[src/rtl/ulms_defines.vh]
// constants for the line and modem status slice
`ifndef ULMS_DEFINES_VH
`define ULMS_DEFINES_VH

// ----------------------------------------------------------------
// register addresses on the host bus
// ----------------------------------------------------------------
`define ULMS_ADDR_RX_HOLD    3'h0
`define ULMS_ADDR_MODEM_CTRL 3'h4
`define ULMS_ADDR_LINE_STAT  3'h5
`define ULMS_ADDR_MODEM_STAT 3'h6
`define ULMS_ADDR_DELAY_HYST 3'h7

// ----------------------------------------------------------------
// fields and reset values
// ----------------------------------------------------------------
`define ULMS_MC_DTR      0
`define ULMS_MC_RTS      1
`define ULMS_MC_OP1      2
`define ULMS_MC_OP2      3
`define ULMS_MC_LOOP     4
`define ULMS_MC_XANY     5
`define ULMS_MC_IR       6
`define ULMS_MC_PRESC    7
`define ULMS_MC_EXT_MASK 8'he0
`define ULMS_MC_RESET    8'h00
`define ULMS_DH_RESET    8'h00
`define ULMS_RD_IDLE     8'h00
`define ULMS_SYNC_RESET  19'h7f800

// ----------------------------------------------------------------
// receive storage: data byte plus three tags
// ----------------------------------------------------------------
`define ULMS_RXF_DEPTH   128
`define ULMS_RXF_AW      7
`define ULMS_CHAR_W      11
`define ULMS_TAG_PE      8
`define ULMS_TAG_FE      9
`define ULMS_TAG_BK      10

// ----------------------------------------------------------------
// timing counts
// ----------------------------------------------------------------
`define ULMS_PRESC_LAST  2'h3
`define ULMS_IR_PULSE    4'h3
`define ULMS_IR_STRETCH  4'hf

`endif

[src/rtl/ulms_skid.v]
// two-entry buffer with valid and ready on both sides
`timescale 1ns/1ns
`include "ulms_defines.vh"
module ulms_skid #(
  parameter W = `ULMS_CHAR_W
) (
  input  wire         clk,
  input  wire         rst,
  input  wire         in_valid,
  output wire         in_ready,
  input  wire [W-1:0] in_data,
  output wire         out_valid,
  input  wire         out_ready,
  output wire [W-1:0] out_data
);
  reg [W-1:0] mem [0:1];
  reg         wp;
  reg         rp;
  reg [1:0]   cnt;
  wire        push;
  wire        pop;

  assign in_ready  = (cnt != 2'h2);
  assign out_valid = (cnt != 2'h0);
  assign out_data  = mem[rp];
  assign push      = in_valid & in_ready;
  assign pop       = out_valid & out_ready;

  always @(posedge clk) begin
    if (push)
      mem[wp] <= in_data;
  end

  always @(posedge clk) begin
    if (rst) begin
      wp  <= 1'b0;
      rp  <= 1'b0;
      cnt <= 2'h0;
    end else begin
      if (push)
        wp <= ~wp;
      if (pop)
        rp <= ~rp;
      if (push & ~pop)
        cnt <= cnt + 2'h1;
      else if (pop & ~push)
        cnt <= cnt - 2'h1;
    end
  end
endmodule // ulms_skid

[src/rtl/ulms_top.v]
// line status, modem status and modem control slice of the serial port
`timescale 1ns/1ns
`include "ulms_defines.vh"
module ulms_top (
  input  wire       clk,
  input  wire       rst,
  input  wire       cs_n,
  input  wire       rd_n,
  input  wire       wr_n,
  input  wire [2:0] addr,
  input  wire [7:0] data_in,
  output reg  [7:0] data_out,
  output reg        data_oe_n,
  input  wire       ext_enable,
  input  wire       ier_line_status,
  input  wire       ier_modem_status,
  input  wire       auto_cts_en,
  input  wire       auto_rts_en,
  input  wire       rs485_auto_en,
  input  wire       trig_table_d,
  input  wire       sw_flow_en,
  input  wire [7:0] rx_trigger,
  input  wire       rx_char_valid,
  input  wire [7:0] rx_char_data,
  input  wire       rx_char_perr,
  input  wire       rx_char_ferr,
  input  wire       rx_char_brk,
  input  wire       rx_char_xonoff,
  input  wire       tx_serial,
  input  wire       tx_fifo_empty,
  input  wire       tx_shift_busy,
  input  wire       bit_tick,
  input  wire       sample_tick,
  input  wire       rx_pin,
  input  wire       cts_n,
  input  wire       dsr_n,
  input  wire       ring_indicator_in_n,
  input  wire       carrier_detect_in_n,
  output reg        rx_serial,
  output reg        tx_pin,
  output reg        rts_n,
  output reg        dtr_n,
  output reg        tx_enable,
  output reg        tx_resume,
  output reg        baud_clk_tick,
  output reg  [5:0] rts_hysteresis,
  output reg        line_irq,
  output reg        modem_irq
);
  localparam S_IDLE  = 2'h0;
  localparam S_SETUP = 2'h1;
  localparam S_SEND  = 2'h2;
  localparam S_HOLD  = 2'h3;

  // ----------------------------------------------------------------
  // pin synchronisers
  // ----------------------------------------------------------------
  reg  [18:0] pin_meta;
  reg  [18:0] pin_s;
  always @(posedge clk) begin
    if (rst) begin
      pin_meta <= `ULMS_SYNC_RESET;
      pin_s    <= `ULMS_SYNC_RESET;
    end else begin
      pin_meta <= {rx_pin, cts_n, dsr_n, ring_indicator_in_n, carrier_detect_in_n,
                   cs_n, rd_n, wr_n, addr, data_in};
      pin_s    <= pin_meta;
    end
  end
  wire       rx_s   = pin_s[18];
  wire [3:0] mpin_s = pin_s[17:14];
  wire       rd_act = ~pin_s[13] & ~pin_s[12];
  wire       wr_act = ~pin_s[13] & ~pin_s[11];
  wire [2:0] a_s    = pin_s[10:8];
  wire [7:0] d_s    = pin_s[7:0];

  // ----------------------------------------------------------------
  // host strobes: read data latched at strobe start, effects at end
  // ----------------------------------------------------------------
  reg       rd_act_d;
  reg       wr_act_d;
  reg [2:0] rd_addr;
  reg [2:0] wr_addr;
  reg [7:0] wr_data;
  wire      rd_start = rd_act & ~rd_act_d;
  wire      rd_end   = ~rd_act & rd_act_d;
  wire      wr_end   = ~wr_act & wr_act_d;
  always @(posedge clk) begin
    if (rst) begin
      rd_act_d <= 1'b0;
      wr_act_d <= 1'b0;
      rd_addr  <= 3'h0;
      wr_addr  <= 3'h0;
      wr_data  <= 8'h00;
    end else begin
      rd_act_d <= rd_act;
      wr_act_d <= wr_act;
      if (rd_start)
        rd_addr <= a_s;
      if (wr_act) begin
        wr_addr <= a_s;
        wr_data <= d_s;
      end
    end
  end
  wire rd_hold = rd_end & (rd_addr == `ULMS_ADDR_RX_HOLD);
  wire rd_line = rd_end & (rd_addr == `ULMS_ADDR_LINE_STAT);
  wire rd_mstat = rd_end & (rd_addr == `ULMS_ADDR_MODEM_STAT);

  // ----------------------------------------------------------------
  // writable registers
  // ----------------------------------------------------------------
  reg [7:0] modem_control;
  reg [7:0] rs485_delay_hysteresis;
  wire [7:0] mc_keep = ext_enable ? 8'h00 : `ULMS_MC_EXT_MASK;
  always @(posedge clk) begin
    if (rst) begin
      modem_control          <= `ULMS_MC_RESET;
      rs485_delay_hysteresis <= `ULMS_DH_RESET;
    end else if (wr_end) begin
      // upper control bits only move with the extended enable
      if (wr_addr == `ULMS_ADDR_MODEM_CTRL)
        modem_control <= (wr_data & ~mc_keep) | (modem_control & mc_keep);
      if (wr_addr == `ULMS_ADDR_DELAY_HYST)
        rs485_delay_hysteresis <= wr_data;
    end
  end
  wire loop_en = modem_control[`ULMS_MC_LOOP];
  wire ir_en   = modem_control[`ULMS_MC_IR];

  // ----------------------------------------------------------------
  // receive path: buffer, then tagged fifo
  // ----------------------------------------------------------------
  reg  brk_lock;
  wire keep_char = ~(rx_char_xonoff & sw_flow_en) & ~(rx_char_brk & brk_lock);
  wire sk_in_valid = rx_char_valid & keep_char;
  wire sk_in_ready;
  wire sk_out_valid;
  wire [`ULMS_CHAR_W-1:0] sk_out_data;
  reg  [`ULMS_CHAR_W-1:0] rxf_mem [0:`ULMS_RXF_DEPTH-1];
  reg  [`ULMS_RXF_AW-1:0] rxf_wp;
  reg  [`ULMS_RXF_AW-1:0] rxf_rp;
  reg  [`ULMS_RXF_AW:0]   rxf_cnt;
  reg  [`ULMS_RXF_AW:0]   rxf_errs;
  wire rxf_full  = rxf_cnt[`ULMS_RXF_AW];
  wire rxf_empty = (rxf_cnt == {(`ULMS_RXF_AW+1){1'b0}});
  wire rxf_push  = sk_out_valid & ~rxf_full;
  wire rxf_pop   = rd_hold & ~rxf_empty;
  wire [`ULMS_CHAR_W-1:0] head = rxf_mem[rxf_rp];
  wire head_tag = |head[`ULMS_TAG_BK:`ULMS_TAG_PE];
  wire push_tag = |sk_out_data[`ULMS_TAG_BK:`ULMS_TAG_PE];

  ulms_skid #(
    .W (`ULMS_CHAR_W)
  ) u_skid (
    .clk       (clk),
    .rst       (rst),
    .in_valid  (sk_in_valid),
    .in_ready  (sk_in_ready),
    .in_data   ({rx_char_brk, rx_char_ferr, rx_char_perr, rx_char_data}),
    .out_valid (sk_out_valid),
    .out_ready (~rxf_full),
    .out_data  (sk_out_data)
  );

  always @(posedge clk) begin
    if (rxf_push)
      rxf_mem[rxf_wp] <= sk_out_data;
  end

  always @(posedge clk) begin
    if (rst) begin
      rxf_wp   <= {`ULMS_RXF_AW{1'b0}};
      rxf_rp   <= {`ULMS_RXF_AW{1'b0}};
      rxf_cnt  <= {(`ULMS_RXF_AW+1){1'b0}};
      rxf_errs <= {(`ULMS_RXF_AW+1){1'b0}};
      brk_lock <= 1'b0;
    end else begin
      if (rxf_push)
        rxf_wp <= rxf_wp + 1'b1;
      if (rxf_pop)
        rxf_rp <= rxf_rp + 1'b1;
      if (rxf_push & ~rxf_pop)
        rxf_cnt <= rxf_cnt + 1'b1;
      else if (rxf_pop & ~rxf_push)
        rxf_cnt <= rxf_cnt - 1'b1;
      // count of tagged entries still stored
      if ((rxf_push & push_tag) & ~(rxf_pop & head_tag))
        rxf_errs <= rxf_errs + 1'b1;
      else if ((rxf_pop & head_tag) & ~(rxf_push & push_tag))
        rxf_errs <= rxf_errs - 1'b1;
      // one break character per low stretch of the line
      if (sk_in_valid & sk_in_ready & rx_char_brk)
        brk_lock <= 1'b1;
      else if (rx_serial)
        brk_lock <= 1'b0;
    end
  end

  // ----------------------------------------------------------------
  // line status
  // ----------------------------------------------------------------
  reg  overrun;
  reg  thr_empty;
  reg  tx_idle;
  wire ovr_event = sk_in_valid & ~sk_in_ready;
  wire [7:0] line_status = {rxf_errs != {(`ULMS_RXF_AW+1){1'b0}},
                            tx_idle, thr_empty,
                            head[`ULMS_TAG_BK:`ULMS_TAG_PE] & {3{~rxf_empty}},
                            overrun, ~rxf_empty};
  always @(posedge clk) begin
    if (rst) begin
      overrun   <= 1'b0;
      thr_empty <= 1'b1;
      tx_idle   <= 1'b1;
      line_irq  <= 1'b0;
      tx_resume <= 1'b0;
    end else begin
      // a new overrun beats the clearing read
      overrun   <= ovr_event | (overrun & ~rd_line);
      thr_empty <= tx_fifo_empty;
      tx_idle   <= tx_fifo_empty & ~tx_shift_busy;
      line_irq  <= ier_line_status & (overrun | (~rxf_empty & head_tag));
      tx_resume <= modem_control[`ULMS_MC_XANY] & rx_char_valid;
    end
  end

  // ----------------------------------------------------------------
  // modem status and change flags
  // ----------------------------------------------------------------
  wire [3:0] mstat = loop_en ?
                     {modem_control[`ULMS_MC_OP2], modem_control[`ULMS_MC_OP1],
                      modem_control[`ULMS_MC_DTR], modem_control[`ULMS_MC_RTS]} :
                     ~{mpin_s[0], mpin_s[1], mpin_s[2], mpin_s[3]};
  reg  [3:0] mstat_prev;
  reg  [3:0] mdelta;
  reg        mprimed;
  wire [3:0] mchg = (mstat ^ mstat_prev) & {4{mprimed}};
  // ring only reports the end of ringing
  wire [3:0] mset = {mchg[3], mchg[2] & ~mstat[2], mchg[1], mchg[0]};
  wire [7:0] modem_status = {mstat, mdelta};
  always @(posedge clk) begin
    if (rst) begin
      mstat_prev <= 4'h0;
      mdelta     <= 4'h0;
      mprimed    <= 1'b0;
      modem_irq  <= 1'b0;
    end else begin
      mstat_prev <= mstat;
      mprimed    <= 1'b1;
      mdelta     <= mset | (mdelta & {4{~rd_mstat}});
      modem_irq  <= ier_modem_status & (|mdelta);
    end
  end

  // ----------------------------------------------------------------
  // host read data
  // ----------------------------------------------------------------
  reg [7:0] next_rdata;
  always @* begin
    case (a_s)
      `ULMS_ADDR_RX_HOLD:    next_rdata = head[7:0];
      `ULMS_ADDR_MODEM_CTRL: next_rdata = modem_control;
      `ULMS_ADDR_LINE_STAT:  next_rdata = line_status;
      `ULMS_ADDR_MODEM_STAT: next_rdata = modem_status;
      default:               next_rdata = `ULMS_RD_IDLE;
    endcase
  end
  always @(posedge clk) begin
    if (rst) begin
      data_out  <= `ULMS_RD_IDLE;
      data_oe_n <= 1'b1;
    end else begin
      data_oe_n <= ~rd_act;
      if (rd_start)
        data_out <= next_rdata;
    end
  end

  // ----------------------------------------------------------------
  // prescaler and infrared codec
  // ----------------------------------------------------------------
  reg [1:0] presc;
  reg [3:0] ir_phase;
  reg [3:0] ir_stretch;
  always @(posedge clk) begin
    if (rst) begin
      presc         <= 2'h0;
      baud_clk_tick <= 1'b0;
      ir_phase      <= 4'h0;
      ir_stretch    <= 4'h0;
      rx_serial     <= 1'b1;
      tx_pin        <= 1'b1;
    end else begin
      presc         <= presc + 2'h1;
      baud_clk_tick <= ~modem_control[`ULMS_MC_PRESC] | (presc == `ULMS_PRESC_LAST);
      if (sample_tick)
        ir_phase <= ir_phase + 4'h1;
      // a received light pulse marks a zero bit for one bit time
      if (rx_s)
        ir_stretch <= `ULMS_IR_STRETCH;
      else if (sample_tick & (ir_stretch != 4'h0))
        ir_stretch <= ir_stretch - 4'h1;
      if (loop_en)
        rx_serial <= tx_serial;
      else if (ir_en)
        rx_serial <= (ir_stretch == 4'h0) & ~rx_s;
      else
        rx_serial <= rx_s;
      // loopback parks the line at mark; infrared idles low
      if (loop_en)
        tx_pin <= 1'b1;
      else if (ir_en)
        tx_pin <= ~tx_serial & (ir_phase < `ULMS_IR_PULSE);
      else
        tx_pin <= tx_serial;
    end
  end

  // ----------------------------------------------------------------
  // rs485 direction sequencing and rts flow control
  // ----------------------------------------------------------------
  reg  [1:0] st;
  reg  [3:0] bit_cnt;
  reg        flow_on;
  reg  [5:0] hyst_lut;
  always @* begin
    case (rs485_delay_hysteresis[3:0])
      4'h1:    hyst_lut = 6'h04;
      4'h2:    hyst_lut = 6'h06;
      4'h3:    hyst_lut = 6'h08;
      4'h4:    hyst_lut = 6'h08;
      4'h5:    hyst_lut = 6'h10;
      4'h6:    hyst_lut = 6'h18;
      4'h7:    hyst_lut = 6'h20;
      4'h8:    hyst_lut = 6'h28;
      4'h9:    hyst_lut = 6'h2c;
      4'ha:    hyst_lut = 6'h30;
      4'hb:    hyst_lut = 6'h34;
      4'hc:    hyst_lut = 6'h0c;
      4'hd:    hyst_lut = 6'h14;
      4'he:    hyst_lut = 6'h1c;
      4'hf:    hyst_lut = 6'h24;
      default: hyst_lut = 6'h00;
    endcase
  end
  wire [5:0] hyst    = (auto_rts_en & trig_table_d) ? hyst_lut : 6'h00;
  wire [8:0] lvl     = {1'b0, rxf_cnt};
  wire [8:0] hi_mark = {1'b0, rx_trigger} + {3'h0, hyst};
  wire [8:0] lo_mark = {1'b0, rx_trigger} - {3'h0, hyst};
  wire       lo_ok   = ({1'b0, rx_trigger} >= {3'h0, hyst}) & (lvl <= lo_mark);
  wire       cts_ok  = ~(auto_cts_en & ~mstat[0]);
  wire       tx_done = tx_fifo_empty & ~tx_shift_busy;

  always @(posedge clk) begin
    if (rst) begin
      st      <= S_IDLE;
      bit_cnt <= 4'h0;
      flow_on <= 1'b1;
    end else begin
      if (lvl >= hi_mark)
        flow_on <= 1'b0;
      else if (lo_ok)
        flow_on <= 1'b1;
      if (~rs485_auto_en)
        st <= S_IDLE;
      else begin
        case (st)
          S_IDLE: begin
            if (~tx_fifo_empty) begin
              st      <= S_SETUP;
              bit_cnt <= rs485_delay_hysteresis[7:4];
            end
          end
          S_SETUP: begin
            if (bit_cnt == 4'h0)
              st <= S_SEND;
            else if (bit_tick)
              bit_cnt <= bit_cnt - 4'h1;
          end
          S_SEND: begin
            if (tx_done) begin
              st      <= S_HOLD;
              bit_cnt <= rs485_delay_hysteresis[3:0];
            end
          end
          S_HOLD: begin
            if (~tx_fifo_empty)
              st <= S_SEND;
            else if (bit_cnt == 4'h0)
              st <= S_IDLE;
            else if (bit_tick)
              bit_cnt <= bit_cnt - 4'h1;
          end
          default: st <= S_IDLE;
        endcase
      end
    end
  end

  always @(posedge clk) begin
    if (rst) begin
      rts_n          <= 1'b1;
      dtr_n          <= 1'b1;
      tx_enable      <= 1'b1;
      rts_hysteresis <= 6'h00;
    end else begin
      rts_hysteresis <= hyst;
      dtr_n          <= loop_en | ~modem_control[`ULMS_MC_DTR];
      if (loop_en)
        rts_n <= 1'b1;
      else if (rs485_auto_en)
        rts_n <= (st == S_IDLE);
      else if (auto_rts_en)
        rts_n <= ~(modem_control[`ULMS_MC_RTS] & flow_on);
      else
        rts_n <= ~modem_control[`ULMS_MC_RTS];
      // transmitter checks this only between characters
      tx_enable <= cts_ok & (~rs485_auto_en | (st == S_SEND));
    end
  end
endmodule // ulms_top

[config.mk]
export PLATFORM = sky130hd
export DESIGN_NAME = ulms_top
export DESIGN_NICKNAME = d
export VERILOG_FILES = /design/src/rtl/ulms_skid.v /design/src/rtl/ulms_top.v
export VERILOG_INCLUDE_DIRS = /design/src /design/src/rtl
export SDC_FILE = /design/constraint.sdc
export NUM_CORES = 2
export LEC_CHECK = 0
export BUFFER_PORTS_ARGS = -buffer_cell sky130_fd_sc_hd__buf_2
export CAP_MARGIN = 20
export CELL_PAD_IN_SITES_DETAIL_PLACEMENT = 1
export CELL_PAD_IN_SITES_GLOBAL_PLACEMENT = 2
export CORE_MARGIN = 1
export CORE_UTILIZATION = 51
export CTS_CLUSTER_DIAMETER = 200
export DETAILED_ROUTE_END_ITERATION = 10
export GPL_TIMING_DRIVEN = 0
export HOLD_SLACK_MARGIN = 0.06
export PLACE_DENSITY_LB_ADDON = 0.1
export SLEW_MARGIN = 15
export SYNTH_ARGS = -nofsm -noshare
export SYNTH_HDL_FRONTEND = slang
export SYNTH_SLANG_ARGS = --single-unit
[constraint.sdc]
create_clock -name clk -period 10.7 [get_ports clk]
set_input_delay 2.675 -clock clk [delete_from_list [all_inputs] [get_ports clk]]
set_output_delay 2.675 -clock clk [all_outputs]
set_load 0.01 [all_outputs]
# Word level (Yosys, flattened, before mapping)
# Memory sizes are Yosys's and may differ from the RTL's. A register that Yosys moved wholly into a read port is not among the register bits.
# Cells that the tools add are included.
# Widths: inputs -> output; s select.
# totals
memories	3
ramBits	1430
inputBits	55
latchBits	0
rom_bits	80
regBits	158
# mem_list
name	depth	word_bits	rd	rd_ports_with_merged_regs	wr	line_no	source
rxf_mem	128	11	1	1	1	ulms_top.v:140	reg [`ULMS_CHAR_W-1:0] rxf_mem [0:`ULMS_RXF_DEPTH-1];
(no name shown)	16	5	1	1	0	ulms_top.v:328	case (rs485_delay_hysteresis[3:0])
u_skid.mem	2	11	1	1	1	ulms_skid.v:16	reg [W-1:0] mem [0:1];
# op_classes
shifts	0
eq_ne	17
bitwise_logic	86
order_cmp	4
mux	44
reduce_logical	24
div	0
mul	0
add_sub_neg	14
# op_table
cell	count
$and 1x1->1	40
$mux 4	10
$mux 8	5
$pmux 8 s4	1
$not 1->1	31
$eq 3x3->1 const B	7
$add 8x1->8 const B	2
$and 8x8->8	2
$mux 1	16
$pmux 4 s4	1
$sub 8x1->8 const B	2
$add 7x1->7 const B	2
$mux 2	7
$mux 7	2
$reduce_bool 2->1	7
$ne 2x2->1 const B	5
$add 8x6->9	1
$ge 8x9->1	1
$le 8x9->1	1
$sub 8x6->9	1
$and 4x4->4	2
$ge 8x6->1	1
$logic_not 4->1	2
$logic_not 8->1	1
26 further kinds	39

# Logic depth before layout (Yosys ltp)
# depth
depth_word	10
mapped_depth	23
ltp_nobuf	19

# By module
# Synthesis repeated with hierarchy kept, for this count alone.
# hier_totals
cells_unflattened	3236
hier_area_um2	62711.4
# modules_own_cells
module	cells_per_inst	seq_area_each_um2	area_each_um2	instances
ulms_top	3178	45583.7	61699.2	1
ulms_skid	58	760.7	1012.2	1

# Worst setup path before layout
# No wires, ideal clock.
# synth_path
path_kind	input to register
from	input auto_rts_en
to	register flow_on
arrival_ps	4886
setup_slack_ps	5689
path_stages	16
path_cell_list	and3_1 > ha_1 > inv_1 > fa_1 > a21oi_1 > nor2b_1 > o21ai_0 > nand2_1 > xor2_1 > ha_1 > nand4_1 > nor2_1 > a21oi_1 > o211ai_1 > a21oi_1 > o21ai_0
# synth_between
elab_chain_len	6
elab_cells_between_ends	10
cone_classes	add/sub (2); order compare (3); mux (2); bitwise (2); reduce/logical (1)
# synth_rtl
element	line_no	source
start, declared	ulms_top.v:18	input wire auto_rts_en,
$and 1x1->1 (*)	ulms_top.v:347	wire [5:0] hyst = (auto_rts_en & trig_table_d) ? hyst_lut : 6'h00;
$mux 6 (*)	ulms_top.v:347	
$sub 8x6->9	ulms_top.v:350	wire [8:0] lo_mark = {1'b0, rx_trigger} - {3'h0, hyst};
$le 8x9->1	ulms_top.v:351	wire lo_ok = ({1'b0, rx_trigger} >= {3'h0, hyst}) & (lvl <= lo_mark);
$and 1x1->1	ulms_top.v:351	
$reduce_bool 2->1 (no line)	-	
end signal, assigned	ulms_top.v:359	flow_on <= 1'b1;
end signal, assigned	ulms_top.v:362	flow_on <= 1'b0;
end signal, assigned	ulms_top.v:364	flow_on <= 1'b1;
end, declared	ulms_top.v:325	reg flow_on;
# Mark *: on every way between the ends. The rest lies on a longest branch, timed or not.
# A chain may end at the register's enable or synchronous reset.

==> reports/metrics.yaml <==
yosys:
  yosysWarnings: 0
  async_flop_share: 0
  seq_area_frac_synth: 0.743
  synth_nets: 3298
  synth-edff-count: 1430
  synth_cells: 3191
  ys_seq_elements: 1600
  ys_types: 63
  yosys_most_used_dff: "edfxtp_1"
  syn_avg_cell_area_um2: 19.5
  synth.cell_area_um2: 62400
detailed_routing:
  routed_wl_mm: 190
  wire_per_inst_um: 36.1
  num_vias: 33445
  drt_iter0_markers: 4484
  drcViolationCount: 0
  dr.pass1.iters: 5
  via_per_inst: 6.37
  ant_nets: 0
global_routing:
  grt_pass1_wl_mm: 261
  met1_usage: 0.414
  grt_util_met3: 0.0637
  grt_most_used_layer: "met2"
  grt_pass1_vias: 33923
  antenna_found_initial: 6
  gr-total-overflow: 0
  use_met2: 0.502
  grt_max_degree: 130
  track_usage: 0.312
min_path:
  worstHoldPathType: "flip-flop to flip-flop"
placement:
  routabilityCongestion: 0.958
  port_buffers: 75
  dpl_worst_slack_ns: 3.92
  dp_hpwl_mm: 129
status:
  status: "finished, final reports clean"
critical_path:
  critPathSlowestCell: "buf_1"
  slowest_delay_ns: 0.71
  path_class: "flip-flop to flip-flop"
  cp_cell_sequence: "buf_2, buf_1, buf_2, buf_2, mux2i_1, a22oi_1, nand3_1, nand3_1, a221oi_2, nand3_1, nand2_1, ha_1, inv_1, ha_1, a21o_1, a21oi_1, nor2b_1, o21a_1, o41ai_1, xnor2_1, or3_1, a21oi_1"
  path_max_fanout: 10
  path_delay_family: "buffers and inverters"
  crit_buf_inv: 5
  cp-start-kind: "flip-flop"
  cp_data_required_time_ns: 11.41
  arrival_ns: 7.53
  cp-end-kind: "flip-flop"
clocking:
  clk_pin_slew_ns: 0.06
  cts_tree: "yes"
  htree_levels: 4
  numCtsBuffers: 162
  clk_path_buf_depth: 3
  cts_resized: 0
  postCtsSetupBuffers: 0
  insertion_delay_ns: 0.81
  root_buffer: "clkbuf_16"
  cts_sinks: 1600
  cts-hold-fix-buffers: 0
timing:
  max_freq_mhz: 147
  setup_tns_ns: 0
  rsz0062_at_grt: "false"
  worst_slack_ns: 3.88
  fin_crit_ns: 6.82
  setup-violations-final: 0
  max-slew-margin-rel: 0.200
  whs_ns: 0.414
  finalMaxSlewViolations: 0
  hold_viol: 0
  fin_crit_sh: 0.637
  worst_slew_pin_slew_ns: 1.20
  fin_worst_skew_ns: 0.0372
power:
  p_leak_nw: 22.4
  p_per_area_nw_per_um2: 199
  ir_drop_mv: 0.184
  finalPower_mw: 14.2
cells_and_area:
  nFillCells: 10313
  fin_nets: 3612
  layout_commonest_cell: "edfxtp_1"
  final_util: 0.589
  syn2layout_area_growth_pct: 13.8
  drive_gt1_frac: 0.264
  layout_common_cells: "1430 x edfxtp_1, 396 x mux4_2, 174 x nor2_1"
floorplanning:
  die_w_um: 352
  dieArea_um2: 124000
  num_rows: 127
  start_util: 0.517
  die_h_um: 352
  ios: 79
  core_area_um2: 121000
flow_run:
  maxCapViolCount: 0
## logic make-up (layout without fill, tap and decap cells)
logic type      count (synthesis)  in the layout  synth area share
compound gates                255            255            0.0267
buf+inv                       197            639            0.0142
simple gates                  547            547            0.0398
xor+xnor                       44             44           0.00618
mux                           495            495             0.159
flops                        1600           1600             0.743
fa+ha+maj                      52             52            0.0109
other cells                     1              5         0.0000601
## power breakdown
| group | internal (mW) | switching (mW) |
|---|---|---|
| registers | 7.30 | 0.0614 |
| logic | 0.399 | 0.960 |
| clock network | 3.09 | 2.35 |
| total | 10.8 | 3.38 |
## metrics by stage
step	area [um^2]	instances
6_report	71000	5249
5_1_grt	71000	5245
4_1_cts	70800	5225
3_5_place_dp	65800	4933
3_3_place_gp	64800	4878
2_1_floorplan	62400	3191
## worst paths after layout
path	from	to	slack, ns	cells past startpoint
max	flip-flop	rxf_errs[7]$_SDFFE_PP0P_	3.88	22
min	presc[0]$_SDFF_PP0_	presc[0]$_SDFF_PP0_	0.41	1
min reg2reg	presc[0]$_SDFF_PP0_	presc[0]$_SDFF_PP0_	0.41	1
max reg2reg	flip-flop	rxf_errs[7]$_SDFFE_PP0P_	3.88	22
## sequential cells by signal, indices dropped and copies added (netlist names), 8 cells and up, named ones only
signal / count
pin_s: 19
data_out: 8
rxf_cnt: 8
rxf_mem: 1408
rxf_errs: 8
wr_data: 8
rs485_delay_hysteresis: 8
pin_meta: 19
u_skid.mem: 22
## layout make-up
class / instances / area [um^2] / share of cell area
clock inverter: 84 / 671 / 0.00944
buffer: 157 / 769 / 0.0108
sequential: 1600 / 46300 / 0.653
inverter: 40 / 150 / 0.00211
antenna: 4 / 10.0 / 0.000141
clock buffer: 208 / 4330 / 0.0609
multi-input combinational: 1394 / 15500 / 0.218
tap: 1612 / 2020 / 0.0284
timing repair buffer: 150 / 1230 / 0.0174
## cell usage after synthesis (5+ instances only)
master | instances | area share
a21oi_1 | 76 | 0.0061
and2_1 | 9 | 0.00090
xor2_1 | 21 | 0.0029
edfxtp_1 | 1430 | 0.69
buf_1 | 26 | 0.0016
a221oi_1 | 6 | 0.00084
o22ai_1 | 11 | 0.0011
nor4_1 | 6 | 0.00060
mux2i_1 | 87 | 0.014
nand2b_1 | 10 | 0.0010
o21ai_0 | 43 | 0.0035
clkbuf_1 | 75 | 0.0045
nor2b_1 | 49 | 0.0049
nand3_1 | 46 | 0.0037
buf_2 | 41 | 0.0033
nor2_1 | 248 | 0.015
xnor2_1 | 23 | 0.0032
dfxtp_1 | 170 | 0.055
nand4_1 | 9 | 0.00090
ha_1 | 48 | 0.0096
o21a_1 | 5 | 0.00060
mux4_2 | 396 | 0.14
and3_1 | 7 | 0.00070
a31oi_1 | 5 | 0.00050
a22o_1 | 15 | 0.0021
or3_1 | 11 | 0.0011
a21o_1 | 14 | 0.0017
buf_6 | 11 | 0.0020
nand2_1 | 102 | 0.0061
or2_2 | 22 | 0.0022
inv_1 | 36 | 0.0022
nor3_1 | 18 | 0.0014
o221ai_1 | 10 | 0.0014
a22oi_1 | 43 | 0.0052
mux2_2 | 12 | 0.0022
## per-layer routing
metal | routed length (um) | vias up
met3 | 16800 | 364
met2 | 91300 | 1729
met5 | 0 | -
li1 | - | 13557
met4 | 9340 | 0
met1 | 72100 | 17795
No activity file was read; power rests on OpenSTA's default activity.
